===== src/hw/rad_regs.svh =====
// Constants for the RS485 automatic direction control block
`ifndef RAD_REGS_SVH
`define RAD_REGS_SVH

// ****************************************************************
// Clocks and rates
// ****************************************************************
`define RAD_CLK_PERIOD_NS   10            // System clock period, 10 ns
`define RAD_SYS_HZ          32'h05F5E100  // 100 MHz system clock
`define RAD_REF_STD_HZ      32'h001C2000  // 1.8432MHz standard reference
`define RAD_REF_FAST_HZ     32'h00708000  // 7.3728MHz fast reference
`define RAD_MAX_BAUD_STD    32'h0001C200  // 115,200 baud ceiling, standard clock
`define RAD_MAX_BAUD_FAST   32'h00070800  // 460,800 baud ceiling, fast clock

// ****************************************************************
// Frame timing, word length and queue depth
// ****************************************************************
`define RAD_OVERSAMPLE      9'h010        // Ticks of the 16x clock per bit
`define RAD_HALF_BIT        9'h008        // Half a bit, for a 1.5 stop interval
`define RAD_FIFO_DEPTH      16            // Bytes in each queue
`define RAD_DATA_BITS_MIN   4'h5          // Word length code 0 means five bits

`endif


===== src/hw/rad_pkg.sv =====
// Types shared by the RS485 automatic direction control block
`default_nettype none
package rad_pkg;

  // ****************************************************************
  // Types
  // ****************************************************************
  typedef logic [7:0] rad_byte_t;

  typedef enum logic [1:0] {
    DIR_IDLE,
    DIR_XMIT,
    DIR_HOLD
  } rad_dir_t;

  typedef enum logic [1:0] {
    RX_IDLE,
    RX_START,
    RX_DATA,
    RX_STOP
  } rad_rx_t;

endpackage : rad_pkg
`default_nettype wire


===== src/hw/rad_fifo.sv =====
// Byte queue built from flip-flops with registered full and empty flags
`timescale 1ns/1ps
`default_nettype none
`include "rad_regs.svh"

module rad_fifo #(
  parameter int WIDTH = 8,
  parameter int DEPTH = `RAD_FIFO_DEPTH
) (
  input  wire logic             clk_sys,  // System clock
  input  wire logic             rstn,     // Async reset, active low
  input  wire logic             push,     // Write strobe
  input  wire logic [WIDTH-1:0] wrData,   // Write data
  input  wire logic             pop,      // Read strobe
  output logic      [WIDTH-1:0] rdData,   // Head entry
  output logic                  full,     // Queue full
  output logic                  empty     // Queue empty
);
  localparam int AW = $clog2(DEPTH);

  logic [WIDTH-1:0] mem [DEPTH];
  logic [AW-1:0]    wrPtr_q;
  logic [AW-1:0]    rdPtr_q;
  logic [AW:0]      count_q;
  logic             full_q;
  logic             empty_q;
  logic             doPush;
  logic             doPop;

  // Strobes against a full or empty queue are dropped
  assign doPush = push && !full_q;
  assign doPop  = pop && !empty_q;
  assign rdData = mem[rdPtr_q];
  assign full   = full_q;
  assign empty  = empty_q;

  // Storage has no reset; only the pointers define validity
  always_ff @(posedge clk_sys) begin
    if (doPush) begin
      mem[wrPtr_q] <= wrData;
    end
  end

  // Pointers, count and flags move together
  always_ff @(posedge clk_sys or negedge rstn) begin
    if (!rstn) begin
      wrPtr_q <= '0;
      rdPtr_q <= '0;
      count_q <= '0;
      full_q  <= 1'b0;
      empty_q <= 1'b1;
    end else begin
      if (doPush) begin
        wrPtr_q <= (wrPtr_q == AW'(DEPTH - 1)) ? '0 : wrPtr_q + AW'(1);
      end
      if (doPop) begin
        rdPtr_q <= (rdPtr_q == AW'(DEPTH - 1)) ? '0 : rdPtr_q + AW'(1);
      end
      if (doPush && !doPop) begin
        count_q <= count_q + (AW+1)'(1);
        full_q  <= (count_q == (AW+1)'(DEPTH - 1));
        empty_q <= 1'b0;
      end else if (doPop && !doPush) begin
        count_q <= count_q - (AW+1)'(1);
        full_q  <= 1'b0;
        empty_q <= (count_q == (AW+1)'(1));
      end
    end
  end
endmodule : rad_fifo
`default_nettype wire


===== src/hw/rad_dir_ctrl.sv =====
// Serial controller with queues and automatic RS485 driver and receiver control
`timescale 1ns/1ps
`default_nettype none
`include "rad_regs.svh"

module rad_dir_ctrl (
  input  wire logic              clk_sys,    // System clock, 100 MHz
  input  wire logic              rstn,       // Async reset, active low
  input  wire rad_pkg::rad_byte_t txData,    // Byte to send
  input  wire logic              txWrite,    // Queue txData, one-cycle pulse
  output logic                   txFull,     // Transmit queue full
  output rad_pkg::rad_byte_t     rxData,     // Received byte
  output logic                   rxValid,    // rxData holds a byte
  input  wire logic              rxReady,    // Consumer takes rxData
  input  wire logic [15:0]       divisor,    // Baud divisor, 0 acts as 1
  input  wire logic [1:0]        wordLen,    // 0..3 means 5..8 data bits
  input  wire logic              parityEn,   // Parity bit present
  input  wire logic              parityEven, // Even parity when set
  input  wire logic              stopTwo,    // Two stop bits, 1.5 for five bits
  input  wire logic              clkMulSel,  // Fast reference clock option pin
  input  wire logic              rxd,        // Line receiver output
  output logic                   txd,        // Line driver input
  output logic                   driverEn,   // Line driver enable, active high
  output logic                   rcvEn       // Line receiver enable, active high
);
  import rad_pkg::*;

  // ****************************************************************
  // Frame arithmetic
  // ****************************************************************
  function automatic logic [3:0] frameBits(input logic [1:0] wl, input logic pe,
                                           input logic st);
    frameBits = 4'h1 + `RAD_DATA_BITS_MIN + {2'b00, wl} + {3'b000, pe} + (st ? 4'h2 : 4'h1);
  endfunction : frameBits

  function automatic logic [8:0] frameTicks(input logic [1:0] wl, input logic pe,
                                            input logic st);
    logic [8:0] t;
    t = {5'h00, frameBits(wl, pe, st)} << 4;
    if (st && wl == 2'b00) begin
      t = t - `RAD_HALF_BIT;
    end
    frameTicks = t;
  endfunction : frameTicks

  rad_dir_t   dir_q;
  rad_rx_t    rxState_q;
  logic       mulMeta_q, mulSync_q, rxMeta_q, rxSync_q;
  logic [31:0] refAcc_q;
  logic       refTick_q, tick_q;
  logic [15:0] divCnt_q;
  logic       driverEn_q, rcvEn_q, txd_q;
  logic [8:0] holdCnt_q;
  logic [11:0] txSh_q;
  logic [3:0] txBitsLeft_q;
  logic [4:0] txTick_q;
  logic       txBusy_q;
  logic [3:0] rxBit_q, rxTick_q;
  rad_byte_t  rxSh_q, rxData_q;
  logic       rxValid_q, rxPush;
  rad_byte_t  txHead, rxHead, mask;
  logic       txEmpty, txFullW, rxEmpty, txPop, rxPop;
  logic [11:0] txFrame;
  logic [31:0] refStep, refSum;
  logic [15:0] divLim;
  logic [3:0] nData;

  // ****************************************************************
  // Pin synchronisers
  // ****************************************************************
  always_ff @(posedge clk_sys or negedge rstn) begin
    if (!rstn) begin
      mulMeta_q <= 1'b0;
      mulSync_q <= 1'b0;
      rxMeta_q  <= 1'b1;
      rxSync_q  <= 1'b1;
    end else begin
      mulMeta_q <= clkMulSel;
      mulSync_q <= mulMeta_q;
      rxMeta_q  <= rxd;
      rxSync_q  <= rxMeta_q;
    end
  end

  // ****************************************************************
  // Reference and 16x baud clock
  // ****************************************************************
  // Fractional accumulator stands in for the card oscillator; jitter is one sys cycle
  assign refStep = mulSync_q ? `RAD_REF_FAST_HZ : `RAD_REF_STD_HZ;
  assign refSum  = refAcc_q + refStep;
  assign divLim  = (divisor == 16'h0000) ? 16'h0000 : divisor - 16'h0001;

  always_ff @(posedge clk_sys or negedge rstn) begin
    if (!rstn) begin
      refAcc_q  <= 32'h00000000;
      refTick_q <= 1'b0;
    end else if (refSum >= `RAD_SYS_HZ) begin
      refAcc_q  <= refSum - `RAD_SYS_HZ;
      refTick_q <= 1'b1;
    end else begin
      refAcc_q  <= refSum;
      refTick_q <= 1'b0;
    end
  end

  // Divisor counter gives the 16x tick that every bit and the hold-off count
  always_ff @(posedge clk_sys or negedge rstn) begin
    if (!rstn) begin
      divCnt_q <= 16'h0000;
      tick_q   <= 1'b0;
    end else begin
      tick_q <= 1'b0;
      if (refTick_q) begin
        if (divCnt_q >= divLim) begin
          divCnt_q <= 16'h0000;
          tick_q   <= 1'b1;
        end else begin
          divCnt_q <= divCnt_q + 16'h0001;
        end
      end
    end
  end

  // ****************************************************************
  // Queues
  // ****************************************************************
  rad_fifo #(.WIDTH(8), .DEPTH(`RAD_FIFO_DEPTH)) txQueue (
    .clk_sys (clk_sys),
    .rstn    (rstn),
    .push    (txWrite),
    .wrData  (txData),
    .pop     (txPop),
    .rdData  (txHead),
    .full    (txFullW),
    .empty   (txEmpty)
  );

  rad_fifo #(.WIDTH(8), .DEPTH(`RAD_FIFO_DEPTH)) rxQueue (
    .clk_sys (clk_sys),
    .rstn    (rstn),
    .push    (rxPush),
    .wrData  (rxSh_q & mask),
    .pop     (rxPop),
    .rdData  (rxHead),
    .full    (),
    .empty   (rxEmpty)
  );

  // ****************************************************************
  // Transmitter
  // ****************************************************************
  assign nData = `RAD_DATA_BITS_MIN + {2'b00, wordLen};
  assign mask  = 8'hFF >> (4'h8 - nData);
  assign txPop = dir_q == DIR_XMIT && driverEn_q && !txBusy_q && !txEmpty;

  // Frame image: start bit low, data LSB first, optional parity, stop ones
  always_comb begin
    txFrame    = 12'hFFF;
    txFrame[0] = 1'b0;
    for (int i = 0; i < 8; i++) begin
      if (4'(i) < nData) begin
        txFrame[i+1] = txHead[i];
      end
    end
    if (parityEn) begin
      txFrame[nData+4'h1] = (^(txHead & mask)) ^ !parityEven;
    end
  end

  always_ff @(posedge clk_sys or negedge rstn) begin
    if (!rstn) begin
      txSh_q       <= 12'hFFF;
      txBitsLeft_q <= 4'h0;
      txTick_q     <= 5'h00;
      txBusy_q     <= 1'b0;
      txd_q        <= 1'b1;
    end else begin
      txd_q <= txBusy_q ? txSh_q[0] : 1'b1;
      if (txPop) begin
        txSh_q       <= txFrame;
        txBitsLeft_q <= frameBits(wordLen, parityEn, stopTwo) - 4'h1;
        txTick_q     <= 5'h0F;
        txBusy_q     <= 1'b1;
      end else if (txBusy_q && tick_q) begin
        if (txTick_q != 5'h00) begin
          txTick_q <= txTick_q - 5'h01;
        end else if (txBitsLeft_q == 4'h0) begin
          txBusy_q <= 1'b0;
        end else begin
          txSh_q       <= {1'b1, txSh_q[11:1]};
          txBitsLeft_q <= txBitsLeft_q - 4'h1;
          // Second stop bit of a five-bit frame lasts half a bit, giving 1.5 stops
          txTick_q <= (txBitsLeft_q == 4'h1 && stopTwo && wordLen == 2'b00) ? 5'h07 : 5'h0F;
        end
      end
    end
  end

  // ****************************************************************
  // Direction control
  // ****************************************************************
  // Driver and receiver flip in the same edge so the pair is never both on
  always_ff @(posedge clk_sys or negedge rstn) begin
    if (!rstn) begin
      dir_q      <= DIR_IDLE;
      driverEn_q <= 1'b0;
      rcvEn_q    <= 1'b1;
      holdCnt_q  <= 9'h000;
    end else begin
      unique case (dir_q)
        DIR_IDLE: begin
          if (!txEmpty) begin
            dir_q      <= DIR_XMIT;
            driverEn_q <= 1'b1;
            rcvEn_q    <= 1'b0;
          end
        end
        DIR_XMIT: begin
          if (!txBusy_q && txEmpty) begin
            dir_q     <= DIR_HOLD;
            holdCnt_q <= frameTicks(wordLen, parityEn, stopTwo) - 9'h001;
          end
        end
        DIR_HOLD: begin
          if (!txEmpty) begin
            dir_q <= DIR_XMIT;
          end else if (tick_q) begin
            if (holdCnt_q == 9'h000) begin
              dir_q      <= DIR_IDLE;
              driverEn_q <= 1'b0;
              rcvEn_q    <= 1'b1;
            end else begin
              holdCnt_q <= holdCnt_q - 9'h001;
            end
          end
        end
      endcase
    end
  end

  // ****************************************************************
  // Receiver
  // ****************************************************************
  // A muted receiver abandons any frame; our own echo is never queued
  assign rxPush = rxState_q == RX_STOP && tick_q && rxTick_q == 4'h0 && rxSync_q && rcvEn_q;

  always_ff @(posedge clk_sys or negedge rstn) begin
    if (!rstn) begin
      rxState_q <= RX_IDLE;
      rxBit_q   <= 4'h0;
      rxTick_q  <= 4'h0;
      rxSh_q    <= 8'h00;
    end else if (!rcvEn_q) begin
      rxState_q <= RX_IDLE;
    end else if (tick_q) begin
      rxTick_q <= rxTick_q - 4'h1;
      unique case (rxState_q)
        RX_IDLE: begin
          if (!rxSync_q) begin
            rxState_q <= RX_START;
            rxTick_q  <= 4'h7;
          end
        end
        RX_START: begin
          if (rxTick_q == 4'h0) begin
            rxState_q <= rxSync_q ? RX_IDLE : RX_DATA;
            rxTick_q  <= 4'hF;
            rxBit_q   <= 4'h0;
          end
        end
        RX_DATA: begin
          if (rxTick_q == 4'h0) begin
            if (rxBit_q < 4'h8) begin
              rxSh_q[rxBit_q[2:0]] <= rxSync_q;
            end
            rxBit_q  <= rxBit_q + 4'h1;
            rxTick_q <= 4'hF;
            if (rxBit_q == nData + {3'b000, parityEn} - 4'h1) begin
              rxState_q <= RX_STOP;
            end
          end
        end
        RX_STOP: begin
          if (rxTick_q == 4'h0) begin
            rxState_q <= RX_IDLE;
          end
        end
      endcase
    end
  end

  // Output stage keeps rxData and rxValid straight from flip-flops
  assign rxPop = !rxEmpty && (!rxValid_q || rxReady);

  always_ff @(posedge clk_sys or negedge rstn) begin
    if (!rstn) begin
      rxData_q  <= 8'h00;
      rxValid_q <= 1'b0;
    end else if (rxPop) begin
      rxData_q  <= rxHead;
      rxValid_q <= 1'b1;
    end else if (rxReady) begin
      rxValid_q <= 1'b0;
    end
  end

  assign txFull   = txFullW;
  assign rxData   = rxData_q;
  assign rxValid  = rxValid_q;
  assign txd      = txd_q;
  assign driverEn = driverEn_q;
  assign rcvEn    = rcvEn_q;
endmodule : rad_dir_ctrl
`default_nettype wire


===== config.mk =====
export PLATFORM = sky130hd
export DESIGN_NAME = rad_dir_ctrl
export DESIGN_NICKNAME = d
export VERILOG_FILES = /design/src/hw/rad_pkg.sv /design/src/hw/rad_fifo.sv /design/src/hw/rad_dir_ctrl.sv
export VERILOG_INCLUDE_DIRS = /design/src /design/src/hw
export SDC_FILE = /design/constraint.sdc
export NUM_CORES = 1
export LEC_CHECK = 0
export ABC_AREA = 1
export ABC_CLOCK_PERIOD_IN_PS = 6490
export BUFFER_PORTS_ARGS = -buffer_cell sky130_fd_sc_hd__buf_2
export CORE_MARGIN = 5
export CORE_UTILIZATION = 45
export CTS_BUF_LIST = sky130_fd_sc_hd__clkbuf_8 sky130_fd_sc_hd__clkbuf_16
export CTS_CLUSTER_DIAMETER = 200
export DETAILED_ROUTE_END_ITERATION = 7
export MAX_ROUTING_LAYER = met4
export PLACE_DENSITY = 0.58
export SLEW_MARGIN = 10
export SYNTH_ARGS = -nofsm -noshare
export SYNTH_HDL_FRONTEND = slang
export SYNTH_SLANG_ARGS = --single-unit

===== constraint.sdc =====
create_clock -name clk_sys -period 6.49 [get_ports clk_sys]
set_input_delay 0 -clock clk_sys [delete_from_list [all_inputs] [get_ports clk_sys]]
set_output_delay 0 -clock clk_sys [all_outputs]
set_load 0.01 [all_outputs]

After elaboration in Yosys (flattened, before gate mapping) --
Memories as Yosys holds them, arrays and structs flattened. A register that Yosys moved wholly into a read port is not among the register bits. Cells that the tools add are included.
Word-level totals: bits in writable memories 256, memories 2, output and inout port bits 13, input port bits 35, bits in registers 139
Memory list:
- rxQueue.mem | depth 16, width 8, read ports 1, clocked after memory_dff 1, write ports 1, RTL line rad_fifo.sv:21 | logic [WIDTH-1:0] mem [DEPTH];
- txQueue.mem | depth 16, width 8, read ports 1, clocked after memory_dff 0, write ports 1, RTL line rad_fifo.sv:21
Operators by class: $add $sub $neg 28, shift operators 1, reduce and logical (&&, ||, !) cells 64, order comparisons 15, multiplexer cells 102, eq/ne operators 34, bitwise logic cells 3
Operators with widths (number):
- $mux W9 | 7
- $mux W12 | 5
- $mux W4 | 13
- $mux W1 | 40
- $mux W5 | 8
- $add A32 B23 Y32 | 1
- $ge A32 B27 Y1 const B | 1
- $mux W16 | 2
- $mux W32 | 1
- $sub A32 B27 Y32 const B | 1
- $mux W2 | 14
- $add A4 B1 Y4 const B | 6
- $logic_and A1 B1 Y1 | 23
- $mux W23 | 1
- $reduce_and A5 Y1 | 4
- $ne A3 B3 Y1 const B | 6
- $pmux W9 S2 | 1
- $sub A9 B1 Y9 const B | 2
- $add A16 B1 Y16 const B | 1
- $and A8 B8 Y8 | 2
- $eq A4 B4 Y1 const B | 4
- $ge A16 B16 Y1 | 1
- $logic_not A16 Y1 | 1
- $lt A3 B4 Y1 const A | 4
- other kinds (48) | 98

Logic depth before layout (Yosys ltp) --
depth in word-level cells 10, gate-level depth with buffers 23

By module --
Synthesis repeated with hierarchy kept, for this count alone.
Second synthesis, totals: cell total of the unflattened synthesis 2456, area, all modules 21076.5 um^2
Modules (own cells, without submodules):
- rad_dir_ctrl | sequential area each 2747.6 um^2, cells an instance 1113, area each 8035.2 um^2, times used 1
- rad_fifo (rxQueue) | sequential area each 4220.3 um^2, cells an instance 673, area each 6523.8 um^2, times used 1
- rad_fifo (txQueue) | sequential area each 4220.3 um^2, cells an instance 670, area each 6517.5 um^2, times used 1

Least setup slack after synthesis --
Ideal clock, no wire load.
path kind input to register, start in divisor[7], end reg divCnt_q[12], library setup time 86 ps, stages 19, arrival time 2483 ps, path slack 3921 ps, cell sequence nor2_1 > inv_1 > nor3_1 > nand2_1 > nor4_1 > inv_1 > clkbuf_1 > nand3_1 > ha_1 > nand2_1 > nor2_1 > a211oi_1 > o221ai_1 > nand2_1 > nand3_1 > nand2_1 > inv_1 > clkbuf_1 > nor3_1
On the way: longest elaborated chain between the ends 4
Ends and longest elaborated chain:
- start, declared | RTL line rad_dir_ctrl.sv:15 | input wire logic [15:0] divisor,
- $sub A16 B1 Y16 or $logic_not A16 Y1 (tied branches) | RTL line rad_dir_ctrl.sv:91 | assign divLim = (divisor == 16'h0000) ? 16'h0000 : divisor - 16'h0001;
- $mux W16 * | RTL line rad_dir_ctrl.sv:91
- $ge A16 B16 Y1 * | RTL line rad_dir_ctrl.sv:114 | if (divCnt_q >= divLim) begin
- $mux W16 * | RTL line rad_dir_ctrl.sv:114
- end signal, assigned | RTL line rad_dir_ctrl.sv:118 | divCnt_q <= divCnt_q + 16'h0001;
- end, declared | RTL line rad_dir_ctrl.sv:51 | logic [15:0] divCnt_q;
Mark *: on every way between the ends. The rest lies on a longest branch, timed or not. A chain may end at the register's enable or synchronous reset.

Worst setup path after layout --
start reg txQueue.rdPtr_q[0], end reg txSh_q[6]
On the way: longest elaborated chain between the ends 7
Ends and longest elaborated chain:
- start, declared | RTL line rad_fifo.sv:23 | logic [AW-1:0] rdPtr_q;
- start signal, assigned | RTL line rad_fifo.sv:57 | rdPtr_q <= (rdPtr_q == AW'(DEPTH - 1)) ? '0 : rdPtr_q + AW'(1);
- $mem_v2 Z16 W8 *
- $and A8 B8 Y8 | RTL line rad_dir_ctrl.sv:166 | txFrame[nData+4'h1] = (^(txHead & mask)) ^ !parityEven;
- $reduce_xor A8 Y1 | RTL line rad_dir_ctrl.sv:166
- $xor A1 B1 Y1 | RTL line rad_dir_ctrl.sv:166
- $bwmux W12 | RTL line rad_dir_ctrl.sv:166
- $mux W12 * | RTL line rad_dir_ctrl.sv:165 | if (parityEn) begin
- $mux W12 * | RTL line rad_dir_ctrl.sv:179 | if (txPop) begin
- end signal, assigned | RTL line rad_dir_ctrl.sv:180 | txSh_q <= txFrame;
- end signal, assigned | RTL line rad_dir_ctrl.sv:190 | txSh_q <= {1'b1, txSh_q[11:1]};
- end, declared | RTL line rad_dir_ctrl.sv:54 | logic [11:0] txSh_q;
Marked as above.

==> out/qor.yml <==
timing:
  max_freq_mhz: 298
  rsz0062_at_grt: "no"
  clock_skew_ns: 0.0211
  hold_slack_ns: 0.0470
  slew_viol_final: 0
  final.min_clock_period_ns: 3.36
  tightest_slew_ns: 1.19
  max-slew-margin-rel_pct: 20.3
  report.final.setup_viol: 0
  post-route-period-util_pct: 51.7
  fin_tns_setup_ns: 0
  hold_viol_final: 0
  setup_ws_ns: 3.13
clocking:
  root_buffer: "clkbuf_16"
  cts_max_path_buffers: 3
  clk_latency_ns: 0.57
  cts_resized: 0
  cts_tree: "built"
  h-tree-depth: 2
  clock_sinks: 395
  cts_made_buffers: 44
  clk_pin_slew_worst_paths_ns: 0.06
finish:
  final_common_cell: "nand2_1"
  regArea_mm2: 0.0112
  n_fill_cell: 3990
  mostFrequentLayoutCells: "441 x nand2_1, 277 x nor2_1, 256 x edfxtp_1"
  multiInputGateArea_mm2: 0.00719
  n_antenna_cell: 0
  fin_area_mm2: 0.0217
  layout-drive-gt1-share_pct: 8.09
  nNetsFinal: 2225
  area_delta_synth_final_pct: 11.4
yosys:
  synth_warnings: 0
  synth_top_area_share_pct: 39.5
  syn-num-nets: 2178
  synth_top_family_by_area: "simple AND/OR/NAND/NOR gates"
  syn_area_per_cell_um2: 9.43
  yosys.area_share.simple_pct: 19.7
  seq_area_frac_synth_pct: 57.4
  synthMuxAreaShare_pct: 0
  synth_edf_count: 256
  synth_compound_area_share_pct: 9.34
  synthesis.area_mm2: 0.0195
  synth_fa_ha_area_share_pct: 4.92
  syn-instance-count: 2067
  synthFlopType: "edfxtp_1"
  synth_xor_area_share_pct: 2.95
  synth_area_leader_cell: "edfxtp_1"
  synth.distinct_cells: 55
  async_reset_ff_share_pct: 35.2
  ys_ff_latch: 395
  synth_area_leaders: "edfxtp_1 39%, dfrtp_1 16%, nand2_1 8.5%"
place:
  dp_hpwl_um: 28700
  place_area_mm2: 0.0202
  place_congestion: 0.851
  numPortBuffers: 47
  dp_slack_ns: 3.14
power_and_ir_drop:
  p_clk_share_pct: 29.2
  p_sw_share_pct: 35.4
  power_switching_mw: 2.85
  p_int_mw: 5.19
  power_density_mw_per_mm2: 370
  p_seq_share_pct: 40.7
  leakage_nw: 9.00
  pwr-share-comb_pct: 30.1
  vdd_drop_max_mv: 0.222
detailed_routing:
  routed_wire_length_per_instance_um: 16.0
  drc: 0
  viasPerCell: 5.11
  drt-total-wl_um: 43800
  num_vias: 14000
  ant_nets: 0
  drtIter0Drc: 1055
  dr.pass1.iters: 5
run_status:
  status: "completed"
floorplan:
  coreArea_mm2: 0.0430
  row_count: 76
  ios: 48
  die-area_mm2: 0.0476
  initial_core_util_pct: 45.3
  die_w_um: 218
  fp.dieH_um: 218
critical_path:
  worstPathRequired_ns: 6.99
  start_kind: "flop"
  critPathCaptureType: "flop"
  arrival_ns: 3.85
  critPathKind: "reg -> reg"
  path_max_fanout: 76
grt:
  antenna_found_initial: 0
  grt_pass1_wl_um: 71500
  gr-total-overflow: 0
  grt_usage_pct: 19.1
  grt_pass1_vias: 13600
  grt_max_degree: 78
flow_run:
  max_cap_viol_count: 0
worst_hold_path:
  hp-class: "in -> reg"
## state kept, by name, summed over array words and instances (netlist names), 8 cells and up
signal       flops
refAcc_q        24
divCnt_q        16
rxQueue.mem    128
holdCnt_q        9
txSh_q          12
rxSh_q           8
rxData           8
txQueue.mem    128
## power by group through the flow
stage | clock network, mW | logic [mW] | registers (mW)
6_report | 2.34 | 2.42 | 3.27
5_1_grt | 2.52 | 2.79 | 3.31
4_1_cts | 2.41 | 2.44 | 3.27
3_5_place_dp | 0 | 2.43 | 3.32
3_3_place_gp | 0 | 2.38 | 3.31
2_1_floorplan | 0 | 1.93 | 3.24
## final timing paths
path	end	cells after the start	slack, ns	start
max in group asynchronous	txQueue.rdPtr_q[0]	3	5.04	rstn
worst min-delay path	txSh_q[8]	7	0.05	wordLen[1]
min in group asynchronous	mulMeta_q	2	0.07	rstn
worst max-delay path	txSh_q[6]	20	3.13	txQueue.rdPtr_q[0]
worst min register to register	rxSync_q	0	0.36	rxMeta_q
worst max register to register	txSh_q[6]	20	3.13	txQueue.rdPtr_q[0]
## per-stage QoR
step           util (%)  cells  power, mW
3_3_place_gp       47.0   2639       5.69
5_1_grt            50.5   2735       8.62
4_1_cts            50.5   2735       8.13
3_5_place_dp       47.0   2639       5.74
6_report           50.5   2735       8.03
2_1_floorplan         -   2067       5.16
## layout make-up
type                    instances  area share (%)
multi-input cells            1394            33.1
clock buffers                  46            5.25
well taps                     585            3.37
flip-flops and latches        395            51.6
repair buffers                 70            2.07
inverters                     209            3.61
clock inverters                36           0.997
## routing by layer
layer,share of wire [%],track usage (%)
met5,0,-
met4,2.1,4.94
met3,4.2,3.18
met2,48,30.8
met1,46,25.4
## critical path, stage by stage, from the launching register on
cell and delay [ns]:
dfrtp_2 0.38, buf_4 0.36, inv_1 0.30, buf_4 0.52, nand2_1 0.10, nand3_1 0.10
nand2_1 0.08, nor2_1 0.23, nand2_1 0.14, a21oi_1 0.20, nand2_1 0.07, nand2_1 0.09
nand2_1 0.05, nand2_1 0.06, nand3_1 0.06, nand2_1 0.14, nand2_1 0.13, nand2_1 0.08
nand2_1 0.05, nand2_1 0.06, nand2_1 0.05
## cells in the mapped netlist (all sizes together), types with 3 or more instances
library cell and count:
o21a 4, nor2 282, clkinv 5, dfstp 18, o22ai 40, a31oi 9
nand3 132, o21ai 189, nand4 10, nand2 450, o211ai 6, o32ai 3
edfxtp 256, a21oi 67, clkbuf 46, nor4 6, xnor2 11, nor3 22
xor2 52, ha 75, buf 23, nand3b 6, dfrtp 121, inv 204
or2 8, o31ai 3
## repair_timing
action	CTS	global route
hold endpoints to repair	218	0
buffers inserted	0	0
hold buffers	14	0
## kinds of logic (layout without fill, tap and decap cells)
| logic type | after synthesis | count (layout) |
|---|---|---|
| xor gates and xnor gates | 63 | 63 |
| DFF | 395 | 395 |
| buffers and inverters | 278 | 361 |
| adders and majority gates | 76 | 76 |
| AOI/OAI and AO/OA | 333 | 333 |
| and+or+nand+nor | 922 | 922 |
No activity file was read; power rests on OpenSTA's default activity.
